`config.mk`:
```
export PLATFORM = sky130hd
export DESIGN_NAME = sdl_top
export DESIGN_NICKNAME = d
export VERILOG_FILES = /design/src/rtl/sdl_tick.v /design/src/rtl/sdl_top.v
export VERILOG_INCLUDE_DIRS = /design/src /design/src/rtl
export SDC_FILE = /design/constraint.sdc
export NUM_CORES = 1
export LEC_CHECK = 0
export BUFFER_PORTS_ARGS = -buffer_cell sky130_fd_sc_hd__buf_2
export CORE_ASPECT_RATIO = 1.75
export CORE_MARGIN = 3
export CORE_UTILIZATION = 50
export DETAILED_ROUTE_END_ITERATION = 10
export PLACE_DENSITY = 0.74
export SYNTH_ARGS = -nofsm -noshare
export SYNTH_HDL_FRONTEND = slang
export SYNTH_SLANG_ARGS = --single-unit
```
`constraint.sdc`:
```
create_clock -name clk -period 4.4 [get_ports clk]
set_input_delay 1.32 -clock clk [delete_from_list [all_inputs] [get_ports clk]]
set_output_delay 1.32 -clock clk [all_outputs]
set_load 0.03 [all_outputs]
```
`src/rtl/sdl_defs.vh`:
```
// Purpose: shared constants of the start-up delay and output latch block
// Assumes: 20 MHz system clock, byte addressed classic wishbone registers
// Notes: times are kept in their own unit, cycle counts are derived here
`ifndef SDL_DEFS_VH
`define SDL_DEFS_VH

`define SDL_CLK_KHZ 20000
`define SDL_TICK_MS 10
`define SDL_TICK_CYC 24'h030d40
`define SDL_TICKS_PER_SEC 7'h64

`define SDL_ADR_CFG 6'h00
`define SDL_ADR_SSTIME 6'h04
`define SDL_ADR_CMD 6'h08
`define SDL_ADR_STATE 6'h0c
`define SDL_ADR_IRQ_STAT 6'h10
`define SDL_ADR_IRQ_MASK 6'h14

`define SDL_CFG_DLY_LSB 0
`define SDL_CFG_ASG_LSB 4
`define SDL_CFG_LAT_LSB 8
`define SDL_CFG_RST 12'h000
`define SDL_SSTIME_RST 14'h0064
`define SDL_MASK_RST 3'h0

`define SDL_CMD_RELEASE 0
`define SDL_CMD_RESTART 1

`define SDL_IRQ_DLY_END 0
`define SDL_IRQ_SSTILL 1
`define SDL_IRQ_LATCH 2

`define SDL_SEL_OVER 4'h9
`define SDL_SEL_REMOTE 4'ha

`endif

```
`src/rtl/sdl_tick.v`:
```
// Purpose: free running base tick of one time step
// Assumes: tick_cyc is at least two
// Notes: one pulse of one clock every tick_cyc clocks
`timescale 1ns/10ps
`include "sdl_defs.vh"

module sdl_tick #(
  parameter [23:0] TICK_CYC = `SDL_TICK_CYC
) (
  clk,
  sys_rst,
  tick
);
  input wire clk;
  input wire sys_rst;
  output reg tick;

  reg [23:0] cnt_q;

  always @(posedge clk or posedge sys_rst) begin
    if (sys_rst) begin
      cnt_q <= 24'h000000;
      tick <= 1'b0;
    end else if (cnt_q == TICK_CYC - 24'h000001) begin
      cnt_q <= 24'h000000;
      tick <= 1'b1;
    end else begin
      cnt_q <= cnt_q + 24'h000001;
      tick <= 1'b0;
    end
  end
endmodule

```
`src/rtl/sdl_top.v`:
```
// Purpose: start-up delay, output latch and standstill logic of a speed monitor
// Assumes: all inputs synchronous to clk; cmp_alarm high means output switched
// Notes: registers over classic wishbone, one level interrupt
//
// Our own choices: the address map and register access over Wishbone.
`timescale 1ns/10ps
`include "sdl_defs.vh"

module sdl_top #(
  parameter [23:0] TICK_CYC = `SDL_TICK_CYC
) (
  clk,
  sys_rst,
  wb_cyc_i,
  wb_stb_i,
  wb_we_i,
  wb_adr_i,
  wb_sel_i,
  wb_dat_i,
  wb_dat_o,
  wb_ack_o,
  cmp_alarm,
  over_set,
  zero_freq,
  remote_delay,
  key_release,
  ctrl_release,
  out_q,
  irq_q
);
  input wire clk;
  input wire sys_rst;
  input wire wb_cyc_i;
  input wire wb_stb_i;
  input wire wb_we_i;
  input wire [5:0] wb_adr_i;
  input wire [3:0] wb_sel_i;
  input wire [31:0] wb_dat_i;
  output reg [31:0] wb_dat_o;
  output reg wb_ack_o;
  input wire [2:0] cmp_alarm;
  input wire over_set;
  input wire zero_freq;
  input wire remote_delay;
  input wire key_release;
  input wire ctrl_release;
  output reg [2:0] out_q;
  output reg irq_q;

  // ST_DONE also stands for the codes that ask for no delay at all
  localparam [2:0] ST_START = 3'h0;
  localparam [2:0] ST_TIMED = 3'h1;
  localparam [2:0] ST_OVER = 3'h2;
  localparam [2:0] ST_REMOTE = 3'h3;
  localparam [2:0] ST_DONE = 3'h4;

  // seconds of a fixed delay code, zero where the code is not timed
  function [7:0] dly_secs;
    input [3:0] code;
    begin
      case (code)
        4'h1: dly_secs = 8'h01;
        4'h2: dly_secs = 8'h02;
        4'h3: dly_secs = 8'h04;
        4'h4: dly_secs = 8'h08;
        4'h5: dly_secs = 8'h10;
        4'h6: dly_secs = 8'h20;
        4'h7: dly_secs = 8'h40;
        4'h8: dly_secs = 8'h80;
        default: dly_secs = 8'h00;
      endcase
    end
  endfunction

  // byte lane merge of a write
  function [31:0] wmerge;
    input [31:0] old;
    input [31:0] new_v;
    input [3:0] sel;
    integer k;
    begin
      wmerge = old;
      for (k = 0; k < 4; k = k + 1) begin
        if (sel[k]) begin
          wmerge[k*8 +: 8] = new_v[k*8 +: 8];
        end
      end
    end
  endfunction

  wire tick;
  reg [11:0] cfg_q;
  reg [11:0] cfg_d;
  reg [13:0] sstime_q;
  reg [13:0] sstime_d;
  reg [2:0] imask_q;
  reg [2:0] imask_d;
  reg [2:0] istat_q;
  reg [2:0] istat_d;
  reg [2:0] state_q;
  reg [2:0] state_d;
  reg [6:0] sub_q;
  reg [6:0] sub_d;
  reg [7:0] sec_q;
  reg [7:0] sec_d;
  reg [13:0] zcnt_q;
  reg [13:0] zcnt_d;
  reg still_q;
  reg still_d;
  reg dly_q;
  reg dly_d;
  reg [2:0] held_q;
  reg [2:0] held_d;
  reg [31:0] rdat;
  reg [31:0] wr_word;
  reg cmd_release;
  reg cmd_restart;

  wire wb_req = wb_cyc_i & wb_stb_i & ~wb_ack_o;
  wire wb_wr = wb_req & wb_we_i;
  wire [3:0] dly_sel = cfg_q[`SDL_CFG_DLY_LSB +: 4];
  wire [2:0] asg_mask = cfg_q[`SDL_CFG_ASG_LSB +: 3];
  wire [2:0] lat_mask = cfg_q[`SDL_CFG_LAT_LSB +: 3];
  wire lat_still = cfg_q[`SDL_CFG_LAT_LSB + 3];
  wire [2:0] gated;
  wire release_any;
  wire release_still;
  wire [2:0] held_next;
  genvar g;

  sdl_tick #(
    .TICK_CYC(TICK_CYC)
  ) u_tick (
    .clk(clk),
    .sys_rst(sys_rst),
    .tick(tick)
  );

  // register writes and command strobes
  always @* begin
    cfg_d = cfg_q;
    sstime_d = sstime_q;
    imask_d = imask_q;
    cmd_release = 1'b0;
    cmd_restart = 1'b0;
    wr_word = 32'h00000000;
    if (wb_wr) begin
      case (wb_adr_i)
        `SDL_ADR_CFG: begin
          wr_word = wmerge({20'h00000, cfg_q}, wb_dat_i, wb_sel_i);
          cfg_d = wr_word[11:0];
        end
        `SDL_ADR_SSTIME: begin
          wr_word = wmerge({18'h00000, sstime_q}, wb_dat_i, wb_sel_i);
          sstime_d = wr_word[13:0];
        end
        `SDL_ADR_CMD: begin
          cmd_release = wb_sel_i[0] & wb_dat_i[`SDL_CMD_RELEASE];
          cmd_restart = wb_sel_i[0] & wb_dat_i[`SDL_CMD_RESTART];
        end
        `SDL_ADR_IRQ_MASK: begin
          wr_word = wmerge({29'h00000000, imask_q}, wb_dat_i, wb_sel_i);
          imask_d = wr_word[2:0];
        end
        default: begin
          wr_word = 32'h00000000;
        end
      endcase
    end
  end

  // read mux, unmapped addresses read zero
  always @* begin
    case (wb_adr_i)
      `SDL_ADR_CFG: rdat = {20'h00000, cfg_q};
      `SDL_ADR_SSTIME: rdat = {18'h00000, sstime_q};
      `SDL_ADR_STATE: rdat = {23'h000000, sec_q[0], held_q, still_q, dly_q, out_q};
      `SDL_ADR_IRQ_STAT: rdat = {29'h00000000, istat_q};
      `SDL_ADR_IRQ_MASK: rdat = {29'h00000000, imask_q};
      default: rdat = 32'h00000000;
    endcase
  end

  // delay sequencer; delay restarts from reset release or a restart command
  always @* begin
    state_d = state_q;
    sub_d = sub_q;
    sec_d = sec_q;
    case (state_q)
      ST_START: begin
        sub_d = 7'h00;
        sec_d = 8'h00;
        if (dly_secs(dly_sel) != 8'h00) begin
          state_d = ST_TIMED;
        end else if (dly_sel == `SDL_SEL_OVER) begin
          state_d = ST_OVER;
        end else if (dly_sel == `SDL_SEL_REMOTE) begin
          state_d = ST_REMOTE;
        end else begin
          state_d = ST_DONE;
        end
      end
      ST_TIMED: begin
        // the tick runs free, so the first second may be up to one tick short
        if (tick) begin
          if (sub_q == `SDL_TICKS_PER_SEC - 7'h01) begin
            sub_d = 7'h00;
            sec_d = sec_q + 8'h01;
          end else begin
            sub_d = sub_q + 7'h01;
          end
        end
        if (sec_q == dly_secs(dly_sel)) begin
          state_d = ST_DONE;
        end
      end
      ST_OVER: begin
        if (over_set) begin
          state_d = ST_DONE;
        end
      end
      ST_REMOTE: begin
        state_d = ST_REMOTE;
      end
      ST_DONE: begin
        state_d = ST_DONE;
      end
      default: begin
        state_d = ST_START;
      end
    endcase
    if (cmd_restart) begin
      state_d = ST_START;
    end
  end

  // delay flag: timed and first-overstep states hold it, remote mode follows the pin
  always @* begin
    case (state_d)
      ST_START: dly_d = dly_q;
      ST_TIMED: dly_d = 1'b1;
      ST_OVER: dly_d = 1'b1;
      ST_REMOTE: dly_d = remote_delay;
      default: dly_d = 1'b0;
    endcase
  end

  // standstill: any nonzero frequency restarts the wait
  // counted in whole ticks; a standstill time of zero declares it at once
  always @* begin
    zcnt_d = zcnt_q;
    still_d = still_q;
    if (!zero_freq) begin
      zcnt_d = 14'h0000;
      still_d = 1'b0;
    end else if (zcnt_q >= sstime_q) begin
      still_d = 1'b1;
    end else if (tick) begin
      zcnt_d = zcnt_q + 14'h0001;
    end
  end

  // release is level sensitive: a key held down releases on every clock
  assign release_any = key_release | ctrl_release | cmd_release;
  // standstill release only where the latch setting asks for it
  assign release_still = lat_still & still_q;

  // per output: delay gate first, then latch; set wins over release so a
  // trigger in the release cycle is kept
  generate
    for (g = 0; g < 3; g = g + 1) begin : g_out
      assign gated[g] = cmp_alarm[g] & ~(dly_q & asg_mask[g]);
      assign held_next[g] = (held_q[g] & ~(release_any | release_still))
                            | (gated[g] & lat_mask[g]);
    end
  endgenerate

  // held bits of outputs taken out of the latch mask drop at once
  always @* begin
    held_d = held_next & lat_mask;
  end

  // status flags: an event in the clearing cycle wins
  always @* begin
    istat_d = istat_q;
    if (wb_wr && wb_adr_i == `SDL_ADR_IRQ_STAT && wb_sel_i[0]) begin
      istat_d = istat_q & ~wb_dat_i[2:0];
    end
    if (dly_q && !dly_d) begin
      istat_d[`SDL_IRQ_DLY_END] = 1'b1;
    end
    if (still_d && !still_q) begin
      istat_d[`SDL_IRQ_SSTILL] = 1'b1;
    end
    if (|(held_d & ~held_q)) begin
      istat_d[`SDL_IRQ_LATCH] = 1'b1;
    end
  end

  always @(posedge clk or posedge sys_rst) begin
    if (sys_rst) begin
      cfg_q <= `SDL_CFG_RST;
      sstime_q <= `SDL_SSTIME_RST;
      imask_q <= `SDL_MASK_RST;
      istat_q <= 3'h0;
      state_q <= ST_START;
      sub_q <= 7'h00;
      sec_q <= 8'h00;
      zcnt_q <= 14'h0000;
      still_q <= 1'b0;
      dly_q <= 1'b0;
      held_q <= 3'h0;
      out_q <= 3'h0;
      irq_q <= 1'b0;
      wb_ack_o <= 1'b0;
      wb_dat_o <= 32'h00000000;
    end else begin
      cfg_q <= cfg_d;
      sstime_q <= sstime_d;
      imask_q <= imask_d;
      istat_q <= istat_d;
      state_q <= state_d;
      sub_q <= sub_d;
      sec_q <= sec_d;
      zcnt_q <= zcnt_d;
      still_q <= still_d;
      dly_q <= dly_d;
      held_q <= held_d;
      out_q <= gated | held_next;
      irq_q <= |(istat_d & imask_d);
      wb_ack_o <= wb_req;
      if (wb_req) begin
        wb_dat_o <= rdat;
      end
    end
  end
endmodule

```
Yosys cells after proc, flatten, opt, wreduce, memory -nomap -nowiden:

Memory sizes are Yosys's and may differ from the RTL's.
Cells that the tools add are included.
W data, S select, Z words.

* register bits: 131
* memories kept: 2
* bits in read-only memories: 256
* input bits: 55
* word-level logic and storage cells: 139
* output and inout bits: 37

* magnitude comparators: 1
* mux-type cells: 35
* bitwise logic cells: 36
* add/subtract/negate cells: 4
* equal/unequal tests: 21
* reductions and logical operators: 21

Memory list
* (name not given): words 16, bits a word 8, read ports 1, clocked after Yosys merged registers in 0, write ports 0, RTL line sdl_top.v:61 `case (code)`
* (name not given): words 16, bits a word 8, read ports 1, clocked after Yosys merged registers in 0, write ports 0, RTL line sdl_top.v:61

Operators by type and width (number)
* $pmux W14 S5: 1
* $mux W14: 3
* $mux W8: 4
* $mux W3: 10
* $add A24 B1 Y24 const B: 1
* $eq A24 B18 Y1 const B: 1
* $mux W24: 1
* $and A1 B1 Y1: 18
* $pmux W8 S2: 1
* $pmux W3 S5: 1
* $reduce_and A3 Y1: 5
* $add A14 B1 Y14 const B: 1
* $ge A14 B14 Y1: 1
* $mux W7: 2
* $pmux W7 S2: 1
* $and A3 B3 Y3: 4
* $eq A3 B2 Y1 const B: 4
* $eq A6 B4 Y1 const B: 2
* $eq A6 B5 Y1 const B: 2
* $mux W1: 10
* $add A8 B1 Y8 const B: 1
* $eq A4 B4 Y1 const B: 2
* $eq A8 B8 Y1: 1
* $reduce_bool A8 Y1: 1
* 20 further kinds: 40

Depth between registers and ports, before layout:

Gate-level depths: netlist of run 1.

* depth after elaboration: 15
* depth in mapped cells: 9
* gate-level depth less buffers: 8

Hierarchy:

From an unflattened synthesis of run 1, not the netlist that was laid out.

* cell total of the unflattened synthesis: 605
* area total of the unflattened synthesis: 6044.5 µm²

Modules (own cells, without submodules)
* sdl_top: area each 4888.4 µm², seq. area each 2205.9 µm², times used 1, cells an instance 497
* sdl_tick: area each 1156.1 µm², seq. area each 625.6 µm², times used 1, cells an instance 108

Worst setup path before layout of run 1:

Ideal clock, no wire load.

* path kind: input-to-reg
* from: input port wb_adr_i[5]
* to: register irq_q
* data arrival time: 3.097 ns
* data required time: 4.260 ns
* library setup time: 0.140 ns
* setup slack: 1.163 ns
* stages: 8
* path buffers: 2
* cells stage by stage: or3_1 -> buf_2 -> nor3b_1 -> and3_1 -> buf_2 -> mux2_2 -> a222oi_1 -> o211ai_1

* elaborated cells between the ends (all ways): 38
* those cells by class: 6 x eq/ne; 12 x mux; 12 x bitwise; 8 x reduce/logical

RTL lines
* from (decl): RTL line sdl_top.v:36 `input wire [5:0] wb_adr_i;`
* $eq A6 B5 Y1
* $mux W3: RTL line sdl_top.v:148 `case (wb_adr_i)`
* $mux W3: RTL line sdl_top.v:147 `if (wb_wr) begin`
* via imask_d[2]: RTL line sdl_top.v:97 `reg [2:0] imask_d;`
* $and A3 B3 Y3: RTL line sdl_top.v:330 `irq_q <= |(istat_d & imask_d);`
* $reduce_or A3 Y1: RTL line sdl_top.v:330
* to (signal assigned): RTL line sdl_top.v:330
* to (decl): RTL line sdl_top.v:48 `output reg irq_q;`

The timed path passes the listed nets, and every way through them passes these cells.
A chain may end at the register's enable or synchronous reset.

Worst setup path in the final report of run 1:

Ends and elaborated chain as after synthesis.

==> results of run 1 <==
[worst max-delay path by stage]
stage | from | endpoint | slack (ns)
after floorplan | sys_rst | cfg_q[0]$_DFFE_PP0P_ | 0.1
after global placement | wb_adr_i[5] | irq_q$_DFF_PP0_ | 0.87
after detailed placement | wb_adr_i[5] | irq_q$_DFF_PP0_ | 0.85
after CTS | wb_adr_i[5] | irq_q$_DFF_PP0_ | 1.28
after global routing | wb_adr_i[5] | irq_q$_DFF_PP0_ | 1.10
final | wb_adr_i[5] | irq_q$_DFF_PP0_ | 1.24
[worst max-delay path: cells and delay by family]
family                 cells  cell delay (ns)
and+or+nand+nor            3             1.22
AOI/OAI and AO/OA          2             0.42
muxes                      1             0.37
buffers and inverters      1             0.09
[synthesized netlist by cell type (3+ instances only)]
master	n
buf_4	20
xor2_1	20
nand3b_1	4
dfrtp_1	110
a21o_1	7
inv_1	30
xnor2_1	15
nand2b_1	4
nor3b_1	3
or4_1	4
mux2i_1	8
nand3_1	19
and3_1	14
o31ai_1	4
o21a_1	6
o21ai_0	24
o31a_1	4
buf_2	3
nor4_1	7
mux2_2	15
nor3_1	9
a211oi_1	4
a21boi_0	3
nand2_1	48
mux2_1	14
ha_1	18
dfstp_2	3
o211ai_1	4
a31oi_1	8
and2_1	4
nand4_1	24
o22ai_1	4
nor2_1	50
clkbuf_1	17
or3_1	4
a21oi_1	21
a22oi_1	8
[through the flow]
step	setup slack, ns	cell area, sq um
2_1_floorplan	0.0976	6190
3_3_place_gp	0.874	6380
3_5_place_dp	0.852	6380
4_1_cts	1.28	7010
5_1_grt	1.10	7010
6_report	1.24	7010
[area by class of cell]
type                            instances  area, sq um
Fill cell                             946         4770
Multi-Input combinational cell        439         2930
Sequential cell                       113         2830
Clock buffer                           23          468
Timing Repair Buffer                   55          293
Tap cell                              162          203
Clock inverter                          9          158
Inverter                               32          123
[routing by layer]
layer  routed length (um)  up-vias  part of all wire [%]  track usage (%)
li1                     -     2240                     -                -
met1                 5420     2381                    37             24.1
met4                  499        0                   3.4             11.8
met2                 8050      112                    56             38.9
met3                  536       38                   3.7             5.09
met5                    0        -                     0                0
[cell families after synthesis]
family,Yosys count,share of synthesized area [%]
simple gates,215,18.8
compound gates,116,12.7
flops,113,46.2
buf+inv,77,6.90
mux,37,6.64
xor+xnor,35,5.01
fa+ha+maj,18,3.68
other cells,1,0.0612
[report_power, final]
| group | internal (mW) | switching, mW | total [mW] |
|---|---|---|---|
| sequential | 1.05 | 0.0112 | 1.06 |
| combinational | 0.0375 | 0.109 | 0.146 |
| clock | 0.978 | 0.479 | 1.46 |
[sequential cells by signal (all words and copies together), names as in the netlist, 7 cells and up]
name          flops
sstime_q         14
cfg_q            12
wb_dat_o         14
zcnt_q           14
u_tick.cnt_q     24
sub_q             7
sec_q             8
==> run_results.csv, run 1 <==
group,metric,value,unit
place,placedCellCount,801,
floorplan,start_util,52.0,%
worst_setup_path,crit_arrival,3.43,ns
grt,grt_pass1_vias,5020,
worst_setup_path,ff2ff_setup_slack,1.84,ns
timing,grt_setup_unrepaired,"no",
power_and_ir_drop,power,2.67,mW
floorplan,ios,92,
synthesis,synth_cell_types,79,
grt,grt_usage,22.3,%
power_and_ir_drop,irDropWorstVdd,0.000316,V
final_layout,nNetsFinal,731,
timing,whs,0.471,ns
floorplan,core_region_area,11800,sq um
route,drc,0,
worst_setup_path,r2r_start,"wb_ack_o$_DFF_PP0_",
worst_setup_path,worst-setup-path-type,"input pin to register",
final_layout,drive_gt1_share,17.4,%
clock_tree,cts_hold_buffers,0,
clock_tree,cts_root_buf,"clkbuf_16",
clock_tree,cts_tree,"done",
floorplan,die_w,89.7,um
timing,setup_tns,0,ns
floorplan,dieArea,13700,sq um
synthesis,synth_top_area_share,44.9,%
timing,skew,0.0102,ns
route,via_per_inst,5.73,
flow_run,maxCapViolCount,0,
final_layout,final_util,59.5,%
synthesis,synth_edf_count,0,
synthesis,synth_cells,612,
power_and_ir_drop,leakagePower,3.26,nW
clock_tree,cts_sinks,113,
timing,setup_violations,0,
synthesis,synth_top_cell_by_area,"dfrtp_1",
power_and_ir_drop,power_per_cell_area,380,nW/um^2
clock_tree,cts_setup_buffers,0,
timing,slew_viol_final,0,
timing,fin_crit_sh,71.9,%
route,vias,4771,
hold_path,hold_path_end,"wb_dat_o[12]$_DFFE_PP0P_",
timing,fmax,0.316,GHz
synthesis,synth-seq-cells,113,
worst_setup_path,r2r_end,"irq_q$_DFF_PP0_",
grt,antenna_found_initial,0,
floorplan,num_rows,52,
final_layout,diodes,0,
hold_path,hold_start,"wb_dat_o[12]$_DFFE_PP0P_",
timing,hold_viol,0,
floorplan,die_h,152,um
hold_path,holdPathStages,2,
grt,gr-total-overflow,0,
worst_setup_path,cpMaxStageDelayCell,"or3_1",
route,drtIter0Drc,269,
timing,min_period,3.16,ns
worst_setup_path,cp_slowest_stage_delay,0.51,ns
final_layout,final_cells,833,
synthesis,synth_warnings,0,
worst_setup_path,setup.worst_path.end_class,"register",
grt,grt_max_degree,67,
worst_setup_path,crit_chain,"buf_2 -> or3_1 -> nor3b_1 -> and3_1 -> mux2_2 -> a222oi_1 -> o211ai_1",
worst_setup_path,cp_max_fo,7,
timing,tightest_slew,0.873,ns
synthesis,ys.flop_type,"dfrtp_1",
clock_tree,clock_latency,0.41,ns
hold_path,hold_class,"register to register",
clock_tree,postCtsResizedCells,0,
synthesis,synth_area_leaders,"dfrtp_1 45%, ha_1 3.7%, nor2_1 3.1%",
final_layout,final_common_cell,"dfrtp_1",
route,totalWireLength,14500,um
clock_tree,cts_buffers,17,
grt,grt_first_pass_wirelength,23600,um
timing,relSlewSlack,41.8,%
worst_setup_path,worst_setup_path_start_kind,"input pin",
outcome,status,"complete, no violations",
place,place_congestion,0.878,
final_layout,area.growth.synth_to_final,14.4,%
synthesis,avgSynthCellArea,10.0,sq um
synthesis,syn_area,6120,sq um
route,ant_nets,0,
synthesis,yosysSeqAreaShare,46.2,%
final_layout,layout_common_cells,"110 x dfrtp_1, 53 x buf_2, 50 x nor2_1",
clock_tree,path_clk_slew,0.06,ns
route,wl_per_cell,17.4,um
clock_tree,htreeDepth,4,
synthesis,async_reset_ff_share,100,%
clock_tree,cts_buffer_depth,2,
place,portBuffers,53,
place,dpl.hpwl,10400,um
worst_setup_path,reg2reg_depth,8,
worst_setup_path,required,4.67,ns
route,first_pass_iters,4,
(Power assumes the default switching activity.)
==> run 2, diff against run 1 <==
==> constraint.sdc (replaced) <==
create_clock -name clk -period 2.81 [get_ports clk]
set_input_delay 0.843 -clock clk [delete_from_list [all_inputs] [get_ports clk]]
set_output_delay 0.843 -clock clk [all_outputs]
set_load 0.03 [all_outputs]
==> run 2 against run 1 <==
Effect of this change:
- combinational power up 62%
- clock power is 44% higher
- largest power group unchanged
- core utilization is 0.56 points higher
- via count is 1.8% higher
- final cell count up 1.7%
- sequential power up 57%
- first-iteration DRC count up 12%
- count of clock-buffer cells in the layout decreased by 6
- sequential share of layout area is 0.38 points lower
- total power up 50%
- largest cell class unchanged
- critical path type is now register to register
==> run_results.csv, run 2 (synthesis results as in run 1) <==
group,metric,value,unit
worst_setup_path,crit_arrival,2.90,ns
power_and_ir_drop,leakagePower,3.31,nW
timing,slew_viol_final,0,
final_layout,largest_register,"u_tick.cnt_q",
timing,fin_crit_sh,91.2,%
final_layout,final_util,60.1,%
grt,grt_max_degree,114,
power_and_ir_drop,power,4.00,mW
floorplan,start_util,52.0,%
clock_tree,htreeDepth,4,
place,placedCellCount,815,
route,first_pass_iters,5,
floorplan,dieArea,13700,sq um
final_layout,largest_reg_flops,24,
worst_setup_path,cp_max_fo,26,
route,drc,0,
worst_setup_path,setup.worst_path.end_class,"register",
grt,grt_usage,22.7,%
final_layout,final_cells,847,
clock_tree,cts_buffers,17,
floorplan,die_w,89.7,um
final_layout,final_common_cell,"dfrtp_1",
grt,gr-total-overflow,0,
worst_setup_path,worst_setup_path_start_kind,"register",
timing,hold_viol,0,
grt,grt_pass1_vias,5016,
route,wl_per_cell,17.1,um
route,totalWireLength,14500,um
floorplan,num_rows,52,
worst_setup_path,required,3.14,ns
clock_tree,cts_buffer_depth,2,
timing,tightest_slew,0.752,ns
timing,fin_ws,0.248,ns
place,place_congestion,0.905,
power_and_ir_drop,irDropWorstVdd,0.000414,V
timing,relSlewSlack,49.8,%
clock_tree,cts_setup_buffers,0,
floorplan,ios,92,
floorplan,die_h,152,um
clock_tree,cts_tree,"done",
final_layout,fillers,957,
hold_path,holdPathStages,2,
timing,fmax,0.390,GHz
clock_tree,clock_latency,0.41,ns
timing,skew,0.00597,ns
final_layout,area.growth.synth_to_final,15.5,%
clock_tree,cts_hold_buffers,0,
place,portBuffers,53,
power_and_ir_drop,power_per_cell_area,565,nW/um^2
clock_tree,postCtsResizedCells,0,
grt,grt_first_pass_wirelength,24100,um
worst_setup_path,reg2reg_depth,7,
route,ant_nets,0,
floorplan,core_region_area,11800,sq um
flow_run,maxCapViolCount,0,
final_layout,nNetsFinal,745,
route,vias,4857,
final_layout,diodes,0,
timing,setup_tns,0,ns
clock_tree,cts_root_buf,"clkbuf_16",
timing,setup_violations,0,
grt,antenna_found_initial,0,
hold_path,hold_class,"register to register",
route,drtIter0Drc,301,
final_layout,layout_common_cells,"110 x dfrtp_1, 53 x buf_2, 50 x nor2_1",
clock_tree,cts_sinks,113,
clock_tree,path_clk_slew,0.06,ns
timing,min_period,2.56,ns
final_layout,drive_gt1_share,19.7,%
worst_setup_path,worst-setup-path-type,"register to register",
outcome,status,"complete, no violations",
timing,grt_setup_unrepaired,"no",
route,via_per_inst,5.73,
place,dp_slack,-0.0566,ns
place,dpl.hpwl,10300,um
run 2: routing by layer:
layer / vias to the layer above / wire length (um) / GRT usage [%]
li1: 2277 / - / -
met1: 2387 / 5400 / 25.0
met2: 142 / 8000 / 39.2
met3: 51 / 573 / 5.63
met4: 0 / 544 / 10.7
met5: - / 0 / 0
run 2: stage by stage:
stage,hold WS [ns],area [sq um]
finish,0.471,7080
global route,0.500,7080
CTS,0.472,7080
detailed placement,0.461,6490
global placement,0.452,6490
floorplan,0.438,6190
run 2: power by group:
group | internal [mW] | switching [mW] | total, mW
Sequential | 1.65 | 0.0168 | 1.66
Clock | 1.31 | 0.792 | 2.10
Combinational | 0.0628 | 0.173 | 0.236
run 2: cell type report:
cell class	count	area [sq um]	share of cell area (%)
clock buffer	17	425	6.01
clock inverter	15	160	2.26
inverter	32	124	1.75
multi-input combinational	439	2930	41.5
sequential	113	2830	40.0
tap	162	203	2.86
timing repair buffer	69	398	5.62
run 2: critical path: stages (launching register included):
cell and delay [ns]:
dfstp_2 0.53, inv_1 0.08, ha_1 0.22, a211oi_1 0.26, o221ai_1 0.19, a21o_1 0.46, or4_1 0.59, a21oi_1 0.14
run 2: final timing paths:
path / start / end / slack [ns]
setup / recovery: sstime_q[6]$_DFFE_PP1P_ / zcnt_q[12]$_DFFE_PP0P_ / 0.25
min in group asynchronous: sys_rst / u_tick.cnt_q[3]$_DFF_PP0_ / 0.59
hold / removal: wb_dat_o[12]$_DFFE_PP0P_ / wb_dat_o[12]$_DFFE_PP0P_ / 0.47
setup reg to reg: sstime_q[6]$_DFFE_PP1P_ / zcnt_q[12]$_DFFE_PP0P_ / 0.25
max in group asynchronous: sys_rst / sub_q[2]$_DFFE_PP0P_ / 1.77
hold reg to reg: wb_dat_o[12]$_DFFE_PP0P_ / wb_dat_o[12]$_DFFE_PP0P_ / 0.47
==> run 3, diff against run 2 <==
--- a/config.mk
+++ b/config.mk
@@ -14,4 +14,5 @@
 export PLACE_DENSITY = 0.74
 export SYNTH_ARGS = -nofsm -noshare
 export SYNTH_HDL_FRONTEND = slang
+export SYNTH_HIERARCHICAL = 1
 export SYNTH_SLANG_ARGS = --single-unit
==> run 3 against run 2 <==
Effect of this change:
- hold slack gained 0.0013 ns
- critical path depth grew 1
- via count grew 0.10%
- clock skew is essentially flat
- count of clock-buffer cells in the layout is the same
==> run_results.csv, run 3 <==
group,metric,value,unit
synthesis,synth_warnings,6,
route,wl_per_cell,17.1,um
power_and_ir_drop,irDropWorstVdd,0.000369,V
place,portBuffers,53,
timing,fin_crit_sh,90.8,%
synthesis,synth_top_area_share,45.5,%
synthesis,synthAdderAreaFrac,3.73,%
synthesis,async_reset_ff_share,100,%
synthesis,synth.most_common_cell,"dfrtp_1",
clock_tree,cts_buffers,17,
timing,grt_setup_unrepaired,"no",
clock_tree,cts_buffer_depth,2,
timing,relSlewSlack,51.7,%
final_layout,multiInputGateArea,2960,sq um
synthesis,synth_cells,605,
floorplan,core_region_area,11700,sq um
route,drc,0,
worst_setup_path,setup.worst_path.end_class,"register",
worst_setup_path,required,3.10,ns
synthesis,synth_top_family_by_area,"simple AND/OR/NAND/NOR gates",
flow_run,maxCapViolCount,0,
synthesis,yosysSeqAreaShare,46.8,%
grt,gr-total-overflow,0,
clock_tree,cts_root_buf,"clkbuf_16",
grt,grt_first_pass_wirelength,23400,um
route,ant_nets,0,
synthesis,synthTopCellsByCount,"110 x dfrtp_1, 57 x nor2_1, 50 x nand2_1",
clock_tree,cts_setup_buffers,0,
synthesis,syn_area,6040,sq um
route,drtIter0Drc,263,
synthesis,synth_compound_area_share,13.7,%
synthesis,synth-simple-area-share,19.0,%
clock_tree,cts_hold_buffers,0,
timing,fmax,0.392,GHz
timing,slew_viol_final,0,
place,place_congestion,0.886,
worst_setup_path,worst-setup-path-type,"input pin to register",
synthesis,synthXorXnorAreaFrac,6.81,%
final_layout,nNetsFinal,757,
clock_tree,cts_sinks,113,
floorplan,die_h,151,um
grt,grt_max_degree,89,
grt,grt_pass1_vias,5035,
timing,min_period,2.55,ns
floorplan,ios,92,
grt,antenna_found_initial,0,
route,totalWireLength,14200,um
synthesis,synth_cell_types,64,
final_layout,fillers,981,
clock_tree,clock_latency,0.41,ns
synthesis,ys.flop_type,"dfrtp_1",
hold_path,hold_class,"register to register",
final_layout,diodes,0,
final_layout,layout_common_cells,"110 x dfrtp_1, 57 x nor2_1, 53 x buf_2",
final_layout,area.growth.synth_to_final,18.0,%
final_layout,largest_register,"u_tick/cnt_q",
clock_tree,cts_tree,"done",
power_and_ir_drop,power_per_cell_area,558,nW/um^2
synthesis,synth_top_cell_by_area,"dfrtp_1",
synthesis,synth_area_leaders,"dfrtp_1 46%, xnor2_1 4.3%, ha_1 3.7%",
timing,setup_violations,0,
floorplan,num_rows,52,
timing,setup_tns,0,ns
timing,hold_viol,0,
synthesis,synthMuxAreaShare,4.47,%
worst_setup_path,worst_setup_path_start_kind,"input pin",
route,vias,4862,
final_layout,final_common_cell,"dfrtp_1",
clock_tree,path_clk_slew,0.06,ns
grt,grt_usage,22.4,%
power_and_ir_drop,power,3.98,mW
timing,tightest_slew,0.707,ns
synthesis,synth_edf_count,0,
floorplan,die_w,89.1,um
final_layout,seq_area,2830,sq um
final_layout,largest_reg_flops,24,
route,via_per_inst,5.84,
worst_setup_path,crit_arrival,2.84,ns
power_and_ir_drop,leakagePower,3.40,nW
floorplan,start_util,51.6,%
outcome,status,"complete, no violations",
floorplan,dieArea,13500,sq um
synthesis,avgSynthCellArea,9.99,sq um
clock_tree,htreeDepth,4,
worst_setup_path,cp_max_fo,3,
synthesis,synth-seq-cells,113,
final_layout,drive_gt1_share,21.1,%
route,first_pass_iters,5,
timing,skew,0.00603,ns
place,dpl.hpwl,10600,um
## run 3: cell count changes in the layout (fill, tap and decap cells not counted), sizes merged, moves of 9 or more
cell	before	now
a21oi	21	10
and3	15	6
buf	69	81
mux2	29	17
nand4	25	11
xnor2	15	30
## run 3: path summary, 6_finish.rpt
| kind | startpoint | to | slack (ns) | cells after the start |
|---|---|---|---|---|
| setup / recovery | wb_adr_i[1] | irq_q$_DFF_PP0_ | 0.26 | 8 |
| hold / removal | u_tick/cnt_q[23]$_DFF_PP0_ | u_tick/cnt_q[23]$_DFF_PP0_ | 0.47 | 1 |
| setup reg to reg | zcnt_q[9]$_DFFE_PP0P_ | zcnt_q[12]$_DFFE_PP0P_ | 0.29 | 7 |
| hold reg to reg | u_tick/cnt_q[23]$_DFF_PP0_ | u_tick/cnt_q[23]$_DFF_PP0_ | 0.47 | 1 |
| max in group asynchronous | sys_rst | sstime_q[6]$_DFFE_PP1P_ | 1.86 | 3 |
| min in group asynchronous | sys_rst | u_tick/cnt_q[2]$_DFF_PP0_ | 0.50 | 3 |
## run 3: metrics by stage
step           util [%]  cell area (sq um)  setup slack, ns  instances  hold WS [ns]
2_1_floorplan         -               6110           0.0461        622         0.443
3_5_place_dp       56.0               6560           -0.164        800         0.466
5_1_grt            60.9               7130            0.138        832         0.484
6_report           60.9               7130            0.260        832         0.473
4_1_cts            60.9               7130           0.0956        832         0.477
3_3_place_gp       56.0               6560           -0.121        800         0.459
## run 3: what timing repair did
| item | in CTS | in global routing |
|---|---|---|
| hold endpoints to repair | 0 | 0 |
| gates resized for setup | 0 | 1 |
| setup endpoints to repair | 0 | 7 |
## run 3: power by group
group | total (mW) | switching [mW] | internal, mW | leakage [nW]
clock network | 2.07 | 0.831 | 1.24 | 0.278
registers | 1.68 | 0.0214 | 1.66 | 1.48
logic | 0.230 | 0.157 | 0.0737 | 1.64
total | 3.98 | 1.01 | 2.97 | 3.40
## run 3: cell type report
class	count	area share, %
clock buffer	17	5.96
clock inverter	15	2.09
inverter	30	1.63
multi-input combinational	441	41.4
sequential	113	39.7
tap	135	2.37
timing repair buffer	81	6.84
## run 3: kinds of logic (layout without fill, tap and decap cells)
| family | count (synthesis) | after routing |
|---|---|---|
| multiplexers | 22 | 22 |
| flip-flops | 113 | 113 |
| AO/OA/AOI/OAI | 116 | 116 |
| buffers and inverters | 68 | 143 |
| other | 1 | 18 |
| adder cells (fa/ha/maj) | 18 | 18 |
| AND/OR/NAND/NOR | 220 | 220 |
| XOR/XNOR | 47 | 47 |
## run 3: worst max-delay path, stage by stage
cell and delay [ns]:
buf_2 0.10, or4b_2 0.68, nor4_1 0.31, buf_4 0.17
and2_1 0.17, a21oi_1 0.07, nor2b_1 0.17, a311o_1 0.32
## run 3: layer usage
layer | vias to the layer above | GRT usage, % | share of wire, %
met5 | - | 0 | 0
met2 | 147 | 41.4 | 55
met3 | 43 | 5.19 | 4.4
met1 | 2367 | 22.6 | 37
li1 | 2305 | - | -
met4 | 0 | 11.4 | 3.6
